[src/rtl/ptc_pkg.sv]
// package for the four-channel compare/capture pwm timer control block
// assumes a single sys_clk domain; shared by all design files
package ptc_pkg;
    localparam int NUM_CH        = 4;
    localparam int CNT_W         = 16;
    localparam int SEL_W         = 2;
    localparam int NUM_CAUSE     = 6;
    localparam logic [1:0] GEN_OFF      = 2'h0;
    localparam logic [1:0] GEN_RISEFALL = 2'h1;
    localparam logic [1:0] GEN_TOGA     = 2'h2;
    localparam logic [1:0] GEN_TOGB     = 2'h3;
    localparam logic [1:0] SEL_RST      = 2'h0;
    localparam logic [15:0] CNT_RST     = 16'h0000;
    // interrupt flag bit positions
    localparam int IF_CMPA   = 0;
    localparam int IF_CMPB   = 1;
    localparam int IF_CAPA   = 2;
    localparam int IF_CAPB   = 3;
    localparam int IF_CAPAOW = 4;
    localparam int IF_CAPBOW = 5;
endpackage

[src/rtl/ptc_counter.sv]
// one 16-bit up-counter with run, clear and one-shot stop
// assumes run/clear/oneshot come from the top as single-cycle write pulses or levels
`timescale 1ns/1ps
`default_nettype none
module ptc_counter
    import ptc_pkg::*;
#(
    parameter int W = CNT_W
)(
    input  wire logic         sys_clk,      // system clock
    input  wire logic         rstSyncB,     // synced reset, low active
    input  wire logic         tick,         // count clock enable
    input  wire logic         runWr,        // run bit write strobe
    input  wire logic         runVal,       // run bit written value
    input  wire logic         clrWr,        // clear written as 1
    input  wire logic         oneshotSel,   // one-shot mode select
    input  wire logic         cmpBHit,      // compare b event on this counter
    output logic [W-1:0]      counterValue, // live count
    output logic              running       // run state
);
    logic         run_reg;
    logic [W-1:0] cnt_reg;

    assign counterValue = cnt_reg;
    assign running      = run_reg;

    always_ff @(posedge sys_clk or negedge rstSyncB)
    begin
        if (!rstSyncB)
            run_reg <= 1'b0;
        else if (runWr)
            run_reg <= runVal;
        else if (oneshotSel && cmpBHit)
            run_reg <= 1'b0;
    end

    always_ff @(posedge sys_clk or negedge rstSyncB)
    begin
        if (!rstSyncB)
            cnt_reg <= '0;
        else if (clrWr)
            cnt_reg <= '0;
        else if (run_reg && cmpBHit)
            cnt_reg <= '0;
        else if (run_reg && tick)
            cnt_reg <= cnt_reg + 1'b1;
    end
endmodule
`default_nettype wire

[src/rtl/ptc_timer.sv]
// four-channel compare/capture pwm timer control, counters, waves, flags
// assumes control ports are synchronous to sys_clk; write strobes are one cycle
`timescale 1ns/1ps
`default_nettype none
module ptc_timer
    import ptc_pkg::*;
#(
    parameter int N = NUM_CH,
    parameter int W = CNT_W
)(
    input  wire logic                  sys_clk,           // system clock 25 MHz
    input  wire logic                  rst_b,             // async reset, low active
    input  wire logic [N-1:0]          countTick,         // per-channel count clock enable
    input  wire logic                  sharedCounterMode, // counters share channel 0 clock
    input  wire logic [N-1:0]          oneshotSelect,     // one-shot per counter
    input  wire logic [N*SEL_W-1:0]    counterSelectIn,   // counter select write data
    input  wire logic [N-1:0]          counterSelectWr,   // counter select write strobe
    input  wire logic [N-1:0]          countRunWr,        // run bit write strobe
    input  wire logic [N-1:0]          countRunVal,       // run bit value
    input  wire logic [N-1:0]          counterClearWr,    // clear written as 1
    input  wire logic [N-1:0]          capModeA,          // register a in capture mode
    input  wire logic [N-1:0]          capModeB,          // register b in capture mode
    input  wire logic [N*W-1:0]        compareA,          // compare a values
    input  wire logic [N*W-1:0]        compareB,          // compare b values
    input  wire logic [N-1:0]          captureTrigA,      // capture a trigger pulse
    input  wire logic [N-1:0]          captureTrigB,      // capture b trigger pulse
    input  wire logic [2*N-1:0]        waveAGenMode,      // wave a mode per channel
    input  wire logic [2*N-1:0]        waveBGenMode,      // wave b mode per channel
    input  wire logic [N-1:0]          waveAInvert,       // wave a polarity
    input  wire logic [N-1:0]          waveBInvert,       // wave b polarity
    input  wire logic [N*NUM_CAUSE-1:0] irqEnable,        // cause enables
    input  wire logic [N*NUM_CAUSE-1:0] irqFlagClearWr,   // write one to clear flag
    output logic [N*W-1:0]             counterValue,      // registered counter readback
    output logic [N*W-1:0]             captureA,          // capture a data
    output logic [N*W-1:0]             captureB,          // capture b data
    output logic [N*SEL_W-1:0]         counterSelect,     // select fields readback
    output logic [N*NUM_CAUSE-1:0]     irqFlags,          // interrupt flags
    output logic [N-1:0]               irqRequest,        // one request per channel
    output logic [N-1:0]               countRunning,      // run state per counter
    output logic [2*N-1:0]             timerWaveOut       // pins: a at 2c, b at 2c+1
);
    // ------------------------------------------------------------
    // reset release
    // ------------------------------------------------------------
    logic rstMeta_reg;
    logic rstSyncB;

    always_ff @(posedge sys_clk or negedge rst_b)
    begin
        if (!rst_b)
        begin
            rstMeta_reg <= 1'b0;
            rstSyncB    <= 1'b0;
        end
        else
        begin
            rstMeta_reg <= 1'b1;
            rstSyncB    <= rstMeta_reg;
        end
    end

    // ------------------------------------------------------------
    // counter select fields
    // ------------------------------------------------------------
    logic [N*SEL_W-1:0] sel_reg;

    always_ff @(posedge sys_clk or negedge rstSyncB)
    begin
        if (!rstSyncB)
            sel_reg <= {N{SEL_RST}};
        else
            for (int c = 0; c < N; c++)
                if (counterSelectWr[c])
                    sel_reg[c*SEL_W +: SEL_W] <= counterSelectIn[c*SEL_W +: SEL_W];
    end

    // ------------------------------------------------------------
    // counters
    // ------------------------------------------------------------
    logic [W-1:0] cnt     [N];
    logic [N-1:0] cntRun;
    logic [N-1:0] tickSel;
    logic [N-1:0] cntCmpB;
    logic [N-1:0] hitA;
    logic [N-1:0] hitB;
    logic [N-1:0] clrCh;

    function automatic logic [SEL_W-1:0] selOf(input logic [N*SEL_W-1:0] s, input int c);
        selOf = s[c*SEL_W +: SEL_W];
    endfunction

    // shared mode fans out channel 0 clock
    always_comb
    begin
        for (int k = 0; k < N; k++)
            tickSel[k] = sharedCounterMode ? countTick[0] : countTick[k];
    end

    // compare match per block on its selected counter
    always_comb
    begin
        for (int c = 0; c < N; c++)
        begin
            hitA[c] = !capModeA[c] && cntRun[selOf(sel_reg, c)]
                      && (cnt[selOf(sel_reg, c)] == compareA[c*W +: W]);
            hitB[c] = !capModeB[c] && cntRun[selOf(sel_reg, c)]
                      && (cnt[selOf(sel_reg, c)] == compareB[c*W +: W]);
        end
    end

    // a counter resets on compare b of any block that uses it
    always_comb
    begin
        cntCmpB = '0;
        clrCh   = '0;                 // zeroed up front: a later k must not undo an earlier hit
        for (int k = 0; k < N; k++)
        begin
            for (int c = 0; c < N; c++)
            begin
                if (hitB[c] && selOf(sel_reg, c) == SEL_W'(k))
                    cntCmpB[k] = 1'b1;
                if (counterClearWr[k] && selOf(sel_reg, c) == SEL_W'(k))
                    clrCh[c] = 1'b1;
            end
        end
    end

    for (genvar k = 0; k < N; k++)
    begin : g_cnt
        ptc_counter #(.W(W)) u_cnt (
            .sys_clk      (sys_clk),
            .rstSyncB     (rstSyncB),
            .tick         (tickSel[k]),
            .runWr        (countRunWr[k]),
            .runVal       (countRunVal[k]),
            .clrWr        (counterClearWr[k]),
            .oneshotSel   (oneshotSelect[k]),
            .cmpBHit      (cntCmpB[k]),
            .counterValue (cnt[k]),
            .running      (cntRun[k])
        );
    end

    // ------------------------------------------------------------
    // waveform outputs
    // ------------------------------------------------------------
    for (genvar c = 0; c < N; c++)
    begin : g_wave
        ptc_wave u_wa (
            .sys_clk  (sys_clk),
            .rstSyncB (rstSyncB),
            .genMode  (waveAGenMode[2*c +: 2]),
            .invert   (waveAInvert[c]),
            .cmpA     (hitA[c]),
            .cmpB     (hitB[c]),
            .clr      (clrCh[c]),
            .capMode  (capModeA[c] | capModeB[c]),
            .waveOut  (timerWaveOut[2*c])
        );
        ptc_wave u_wb (
            .sys_clk  (sys_clk),
            .rstSyncB (rstSyncB),
            .genMode  (waveBGenMode[2*c +: 2]),
            .invert   (waveBInvert[c]),
            .cmpA     (hitA[c]),
            .cmpB     (hitB[c]),
            .clr      (clrCh[c]),
            .capMode  (capModeA[c] | capModeB[c]),
            .waveOut  (timerWaveOut[2*c+1])
        );
    end

    // ------------------------------------------------------------
    // capture registers
    // ------------------------------------------------------------
    logic [N-1:0] capHitA;
    logic [N-1:0] capHitB;

    always_comb
    begin
        for (int c = 0; c < N; c++)
        begin
            capHitA[c] = capModeA[c] && captureTrigA[c] && cntRun[selOf(sel_reg, c)];
            capHitB[c] = capModeB[c] && captureTrigB[c] && cntRun[selOf(sel_reg, c)];
        end
    end

    always_ff @(posedge sys_clk or negedge rstSyncB)
    begin
        if (!rstSyncB)
        begin
            captureA <= '0;
            captureB <= '0;
        end
        else
            for (int c = 0; c < N; c++)
            begin
                if (capHitA[c])
                    captureA[c*W +: W] <= cnt[selOf(sel_reg, c)];
                if (capHitB[c])
                    captureB[c*W +: W] <= cnt[selOf(sel_reg, c)];
            end
    end

    // ------------------------------------------------------------
    // interrupt flags, set wins over clear
    // ------------------------------------------------------------
    logic [N*NUM_CAUSE-1:0] flagSet;
    logic [N*NUM_CAUSE-1:0] flagNext;

    always_comb
    begin
        for (int c = 0; c < N; c++)
        begin
            flagSet[c*NUM_CAUSE + IF_CMPA]   = hitA[c];
            flagSet[c*NUM_CAUSE + IF_CMPB]   = hitB[c];
            flagSet[c*NUM_CAUSE + IF_CAPA]   = capHitA[c];
            flagSet[c*NUM_CAUSE + IF_CAPB]   = capHitB[c];
            flagSet[c*NUM_CAUSE + IF_CAPAOW] = capHitA[c] && irqFlags[c*NUM_CAUSE + IF_CAPA];
            flagSet[c*NUM_CAUSE + IF_CAPBOW] = capHitB[c] && irqFlags[c*NUM_CAUSE + IF_CAPB];
        end
        flagNext = (irqFlags & ~irqFlagClearWr) | flagSet;
    end

    always_ff @(posedge sys_clk or negedge rstSyncB)
    begin
        if (!rstSyncB)
            irqFlags <= '0;
        else
            irqFlags <= flagNext;
    end

    always_ff @(posedge sys_clk or negedge rstSyncB)
    begin
        if (!rstSyncB)
            irqRequest <= '0;
        else
            for (int c = 0; c < N; c++)
                irqRequest[c] <= |(flagNext[c*NUM_CAUSE +: NUM_CAUSE]
                                   & irqEnable[c*NUM_CAUSE +: NUM_CAUSE]);
    end

    // ------------------------------------------------------------
    // readback
    // ------------------------------------------------------------
    always_ff @(posedge sys_clk or negedge rstSyncB)
    begin
        if (!rstSyncB)
        begin
            counterValue  <= '0;
            counterSelect <= '0;
            countRunning  <= '0;
        end
        else
        begin
            for (int k = 0; k < N; k++)
                counterValue[k*W +: W] <= cnt[k];
            counterSelect <= sel_reg;
            countRunning  <= cntRun;
        end
    end

    for (genvar k = 0; k < N; k++)
    begin : g_chk_oneshot

    end
endmodule
`default_nettype wire

[src/rtl/ptc_wave.sv]
// one waveform output generator with mode and polarity
// assumes compare events are one-cycle pulses
`timescale 1ns/1ps
`default_nettype none
module ptc_wave
    import ptc_pkg::*;
(
    input  wire logic       sys_clk,   // system clock
    input  wire logic       rstSyncB,  // synced reset, low active
    input  wire logic [1:0] genMode,   // generation mode
    input  wire logic       invert,    // polarity invert
    input  wire logic       cmpA,      // compare a event
    input  wire logic       cmpB,      // compare b event
    input  wire logic       clr,       // counter clear
    input  wire logic       capMode,   // channel in capture mode
    output logic            waveOut    // pin level, registered
);
    logic act_reg;
    logic actNext;

    always_comb
    begin
        actNext = act_reg;
        unique case (genMode)
            GEN_OFF:      actNext = 1'b0;
            GEN_RISEFALL: actNext = cmpB ? 1'b0 : (cmpA ? 1'b1 : act_reg);
            GEN_TOGA:     actNext = cmpA ? ~act_reg : act_reg;
            GEN_TOGB:     actNext = cmpB ? ~act_reg : act_reg;
        endcase
        if (clr || capMode)
            actNext = 1'b0;
    end

    always_ff @(posedge sys_clk or negedge rstSyncB)
    begin
        if (!rstSyncB)
            act_reg <= 1'b0;
        else
            act_reg <= actNext;
    end

    always_ff @(posedge sys_clk or negedge rstSyncB)
    begin
        if (!rstSyncB)
            waveOut <= 1'b0;
        else
            waveOut <= actNext ^ invert;
    end
endmodule
`default_nettype wire

[config.mk]
export PLATFORM = sky130hd
export DESIGN_NAME = ptc_timer
export DESIGN_NICKNAME = d
export VERILOG_FILES = /design/src/rtl/ptc_pkg.sv /design/src/rtl/ptc_counter.sv /design/src/rtl/ptc_timer.sv /design/src/rtl/ptc_wave.sv
export SDC_FILE = /design/constraint.sdc
export NUM_CORES = 1
export LEC_CHECK = 0
export BUFFER_PORTS_ARGS = -buffer_cell sky130_fd_sc_hd__buf_2
export CAP_MARGIN = 20
export CORE_MARGIN = 10
export CORE_UTILIZATION = 52
export CTS_CLUSTER_SIZE = 40
export DETAILED_ROUTE_END_ITERATION = 12
export MAX_ROUTING_LAYER = met4
export PLACE_DENSITY = 0.8
export SYNTH_ARGS = -nofsm -noshare
export SYNTH_HDL_FRONTEND = slang
export SYNTH_SLANG_ARGS = --single-unit
export TNS_END_PERCENT = 5
[constraint.sdc]
create_clock -name sys_clk -period 11 [get_ports sys_clk]
set_clock_uncertainty 0.05 [all_clocks]
set_input_delay 1.1 -clock sys_clk [delete_from_list [all_inputs] [get_ports sys_clk]]
set_output_delay 1.1 -clock sys_clk [all_outputs]
set_load 0.1 [all_outputs]
## Yosys cells after proc, flatten, opt, wreduce, memory -nomap -nowiden

Cells that the tools add are included.

- Register bits: 326
- Input port bits: 251
- Logic and storage cells: 373
- Output and inout port bits: 240

- Eq/ne operators: 44
- Reductions and logical operators: 120
- Bitwise logic cells: 31
- Multiplexer cells: 123
- Add/subtract/negate cells: 4
- $lt $le $gt $ge: 8

Operator list:

| operator | number |
|---|---|
| 2-to-1 mux 16 bit | 20 |
| binary-select mux 16 bit (select 2 bit) | 4 |
| equality test 16 bit | 8 |
| 2-to-1 mux 1 bit | 87 |
| logical AND 1 bit | 84 |
| adder 16 x 1 -> 16 bit, second input constant | 4 |
| equality test 2 bit, second input constant | 24 |
| case mux 1 bit (4 select lines) | 8 |
| AND 24 bit | 1 |
| AND 6 bit | 4 |
| equality test 2 x 1 -> 1 bit, second input constant | 12 |
| logical NOT 2 bit | 12 |
| inverter 24 bit | 1 |
| bitwise OR 24 bit | 1 |
| OR reduction 6 bit | 4 |
| >= comparator 3 bit, second input constant | 4 |
| less-than comparator 2 x 3 -> 1 bit, second input constant | 4 |
| inverter 2 -> 3 bit | 4 |
| nonzero test 3 bit | 4 |
| binary-select mux 1 bit (select 2 bit) | 4 |
| logical NOT 1 bit | 8 |
| inverter 1 bit | 8 |
| nonzero test 2 bit | 4 |
| XOR 1 bit | 8 |
| other kinds (2) | 8 |

## Logic depth before layout (Yosys ltp)

- Depth after elaboration: 14
- Mapped depth: 14

## Cells and area by module

From an unflattened synthesis, not the netlist that was laid out.

- Cell total of the unflattened synthesis: 1419
- Area, all modules: 17073.9 µm²

By module, submodules not included:

| module | area an instance (µm²) | instances | sequential area each (µm²) | cells each |
|---|---|---|---|---|
| ptc_timer | 12574.6 | 1 | 6055.8 | 959 |
| ptc_counter | 864.6 | 4 | 425.4 | 87 |
| ptc_wave | 130.1 | 8 | 50.0 | 14 |

## Worst setup path before layout

No wires, ideal clock.

- Kind: reg-to-reg
- From: reg sel_reg[5]
- To: reg g_wave[2].u_wa.waveOut
- Path buffers: 2
- Path slack: 7640 ps
- Cell stages (with the launch flop): 12
- Data arrival time: 3184 ps
- Required time: 10824 ps
- Setup time: 126 ps
- Cells stage by stage: dfrtp_1 > buf_2 > buf_1 > mux2i_1 > mux2i_1 > xor2_1 > nor4_1 > nand3_1 > or4_1 > ha_1 > or3_1 > a311o_1

- Longest elaborated chain between the ends: 11
- Elaborated cells between the ends (all ways): 32
- Those cells by class: 5 x eq/ne; 15 x mux; 2 x bitwise; 10 x reduce/logical

Ends and longest elaborated chain:

| what | line | text |
|---|---|---|
| start: declaration | ptc_timer.sv:65 | `logic [N*SEL_W-1:0] sel_reg;` |
| start signal: assignment | ptc_timer.sv:70 | `sel_reg <= {N{SEL_RST}};` |
| start signal: indexed assignment | ptc_timer.sv:74 | `sel_reg[c*SEL_W +: SEL_W] <= counterSelectIn[c*SEL_W +: SEL_W];` |
| inverter 2 -> 3 bit (not written as such) | ptc_timer.sv:105, ptc_timer.sv:107 |  |
| binary-select mux 16 bit (select 2 bit) | ptc_timer.sv:105, ptc_timer.sv:107 |  |
| 2-to-1 mux 16 bit (not written as such) (2 in series) | ptc_timer.sv:105, ptc_timer.sv:107 |  |
| equality test 16 bit | ptc_timer.sv:105 | `&& (cnt[selOf(sel_reg, c)] == compareA[c*W +: W]);` |
| logical AND 1 bit | ptc_timer.sv:105 |  |
| 2-to-1 mux 1 bit (2 in series) | ptc_wave.sv:26 | `GEN_RISEFALL: actNext = cmpB ? 1'b0 : (cmpA ? 1'b1 : act_reg);` |
| case mux 1 bit (4 select lines) | ptc_wave.sv:24 | `unique case (genMode)` |
| 2-to-1 mux 1 bit (*) | ptc_wave.sv:30 | `if (clr \|\| capMode)` |
| XOR 1 bit (*) | ptc_wave.sv:47 | `waveOut <= actNext ^ invert;` |
| end signal: assignment | ptc_wave.sv:47 |  |
| end: declaration | ptc_wave.sv:16 | `output logic waveOut` |

Mark *: on every way between the ends. The rest lies on a longest branch, timed or not. The select of a mux whose other input is x is not followed.
A chain may end at the register's enable or synchronous reset.

## Worst setup path after layout

- From: reg sel_reg[4]
- To: reg g_wave[2].u_wb.waveOut

- Longest elaborated chain between the ends: 11
- Elaborated cells between the ends (all ways): 32
- Those cells by class: 5 x eq/ne; 15 x mux; 2 x bitwise; 10 x reduce/logical

Ends and longest elaborated chain:

| what | line |
|---|---|
| inverter 2 -> 3 bit (not written as such) | ptc_timer.sv:105, ptc_timer.sv:107 |
| binary-select mux 16 bit (select 2 bit) | ptc_timer.sv:105, ptc_timer.sv:107 |
| 2-to-1 mux 16 bit (not written as such) (2 in series) | ptc_timer.sv:105, ptc_timer.sv:107 |
| equality test 16 bit | ptc_timer.sv:105 |
| logical AND 1 bit | ptc_timer.sv:105 |
| 2-to-1 mux 1 bit (2 in series) | ptc_wave.sv:26 |
| case mux 1 bit (4 select lines) | ptc_wave.sv:24 |
| 2-to-1 mux 1 bit (*) | ptc_wave.sv:30 |
| XOR 1 bit (*) | ptc_wave.sv:47 |
| end signal: assignment | ptc_wave.sv:47 |
| end: declaration | ptc_wave.sv:16 |

Marked as above.

==> results.txt <==
Routed WL - 63720 um
clock root buffer - clkbuf_16
Worst path max stage delay - 0.90 ns
crit path kind - reg -> reg
minimum clock period - 3.986 ns
core box area - 30750 um^2
initial antenna violation count - 9
overall power - 3.066 mW
main flop type after synthesis - dfrtp_1
CP Buf/Inv Count - 0
clk sinks - 326
first-pass GRT wire length - 92700 um
met2 Track Usage GR - 52.55%
met3 Use GR - 9.387%
Die ar. - 38750 um^2
Crit Path Max Fanout - 32
Final #Nets - 2052
Seq cells post-synth - 326
Mapped Area - 16260 um^2
Worst R2R Path Depth - 9
post-CTS resize count - 0
drt drc - 0
met1 Resource Use GR - 38.19%
Ports - 491
Worst-Margin Slew - 1.052 ns
ys async rst share - 100.0%
Setup crit start kind - flop
fmax - 250.9 MHz
Power per Cell Area - 151.5 nW/um^2
Post-Synthesis Cells - 1308
Clk pin slew, worst setup/hold paths - 0.06 ns
slew margin rel. - 29.67%
aggregate negative setup slack - 0 ns
Mean Syn Cell Area - 12.43 um^2
# hold bufs at CTS - 0
Post-synth EDFFs - 0
fin crit share - 36.24%
Post-CTS Setup Bufs - 0
RD Place Congestion - 0.9429
Placement Setup Slack - 6.846 ns
Die Y - 196.8 um
num rows - 64
largest net degree at the start of global routing - 75
maximum vdd drop - 127.2 uV
worst path cell trace - mux4_2 -> xnor2_1 -> nand4_1 -> nor4_1 -> nand3_1 -> or4_1 -> ha_1 -> or3_1 -> a311o_1
sequential fraction of the synthesis area - 50.16%
Distinct cells, synth - 67
Leakage - 10.08 nW
Most Crowded Layer GR - met2
critical path capture point type - flop
ANT nets after route - 0
1st-pass router iterations - 5
Fill cells - 2373
share of layout cells above drive strength 1 - 42.34%
syn nets - 1571
Slowest-stage cell, CP - dfrtp_2
chip width - 196.8 um
Overflow after GRT - 0
Initial Utilization - 52.89%
vias in the first global route - 14110
total CTS buffers - 38
CTS tree - done
final hold vios - 0
Max Slew Vio Count - 0
RSZ-0062 raised after global routing - no
setup ws final - 7.014 ns
number of buffers added on ports - 490
Total GRT Usage - 32.80%
Avg WL per Cell - 28.69 um
clk_lat worst skew - 0.52 ns
Hold/Removal Path Class - reg -> reg
stages on the worst setup path - 9
post-DR vias/cell - 6.119
Layout area overhead - 24.43%
DP HPWL - 48140 um
status - finished, final reports clean
Hold Crit Depth - 0
Max clock buf depth - 3
WP data required - 11.35 ns
Max Cap Viol - 0
delay-heaviest family, CP - simple AND/OR/NAND/NOR gates
# setup viols final - 0
yosys warns - 0
Iteration-0 DRC Markers - 1336
vias - 13590
CTS H-tree lvls - 2
crit path DAT - 4.34 ns
==> worst paths after layout <==
kind / startpoint / end / slack [ns]
setup / recovery: sel_reg[4] / g_wave[2].u_wb.waveOut / 7.01
hold / removal: rstMeta_reg / rstSyncB / 0.30
setup reg to reg: sel_reg[4] / g_wave[2].u_wb.waveOut / 7.01
hold reg to reg: rstMeta_reg / rstSyncB / 0.30
max in group asynchronous: rstSyncB / g_wave[0].u_wa.act_reg / 8.07
min in group asynchronous: rst_b / rstSyncB / 0.32
==> worst reg2reg max path: cells and delay by family (launching register included) <==
family | cells | cell delay (ns)
adder cells (fa/ha/maj) | 1 | 0.24
flip-flops | 1 | 0.90
multiplexers | 1 | 0.75
XOR/XNOR | 1 | 0.21
AND/OR/NAND/NOR | 5 | 1.36
AO/OA/AOI/OAI | 1 | 0.37
==> where the power goes <==
group,total [mW],leakage [nW],switching [mW],internal (mW)
sequential,1.29,4.45,0.0468,1.24
combinational,0.577,5.06,0.421,0.156
clock,1.20,0.575,0.482,0.722
==> layout make-up <==
class | instances | area [um^2] | area share [%]
diodes | 11 | 27.53 | 0.1360
multi-input cells | 872 | 7591 | 37.51
inverters | 46 | 172.7 | 0.8533
flip-flops and latches | 326 | 8163 | 40.34
clock inverters | 4 | 48.80 | 0.2411
repair buffers | 505 | 2609 | 12.89
clock buffers | 61 | 1129 | 5.577
well taps | 396 | 495.5 | 2.449
==> per-layer routing <==
layer  vias up  wire length (um)
met5         -                 0
met4         0              2882
met3       189              7333
met2       961             30640
met1      6726             22870
li1       5714                 -
==> layout by cell type (no fill, tap or decap), types with 41 or more instances in the layout <==
cell and n:
buf_2 490, dfrtp_1 324, mux2_2 136, xnor2_1 108, xor2_1 85, nand2_1 63
nor3_1 60, mux4_2 59, nor2_1 49, inv_1 46, o21ai_0 41, mux2i_1 41
==> stage by stage <==
step | hold slack [ns] | std cells | instance area, um^2 | util (%)
5_1_grt | 0.3065 | 2219 | 20230 | 65.79
6_report | 0.3028 | 2221 | 20240 | 65.81
3_3_place_gp | 0.2890 | 2141 | 18960 | 61.65
4_1_cts | 0.3043 | 2207 | 20150 | 65.52
3_5_place_dp | 0.2910 | 2142 | 18970 | 61.69
2_1_floorplan | 0.2812 | 1308 | 16260 | -
==> cell usage after synthesis, types with 3 or more instances <==
master,number,area (um^2)
and3_1,16,100.1
buf_1,3,11.26
buf_2,17,85.08
nand3b_1,4,30.03
o21ai_0,41,205.2
nand2_1,63,236.5
xnor2_1,108,945.9
a222oi_1,4,40.04
o2111ai_1,3,26.28
clkbuf_1,26,97.59
nand4_1,34,212.7
or4_1,3,22.52
nor3_1,60,300.3
a32oi_1,4,35.03
buf_4,13,97.59
nand3_1,37,185.2
or3_1,4,25.02
nor2b_1,4,25.02
dfrtp_1,326,8158
a21o_1,3,22.52
o22ai_1,12,75.07
mux4_2,59,1329
mux2_2,136,1531
inv_1,46,172.7
buf_6,4,45.04
nor4_1,9,56.30
a21oi_1,7,35.03
mux2i_1,41,410.4
o2bb2ai_1,3,26.28
a211oi_1,7,52.55
ha_1,12,150.1
a221o_1,4,40.04
nor2_1,49,183.9
a31oi_1,10,62.56
nand2b_1,8,50.05
xor2_1,85,744.5
==> cells by family after synthesis <==
| group | share of synthesized area, % |
|---|---|
| and+or+nand+nor | 9.694 |
| adders and majority gates | 0.9232 |
| xor gates and xnor gates | 10.39 |
| buffers and inverters | 3.162 |
| DFF | 50.16 |
| muxes | 20.43 |
| AOI/OAI and AO/OA | 5.208 |
| other | 0.02306 |
Note: power is estimated with default switching activity, not from simulation.
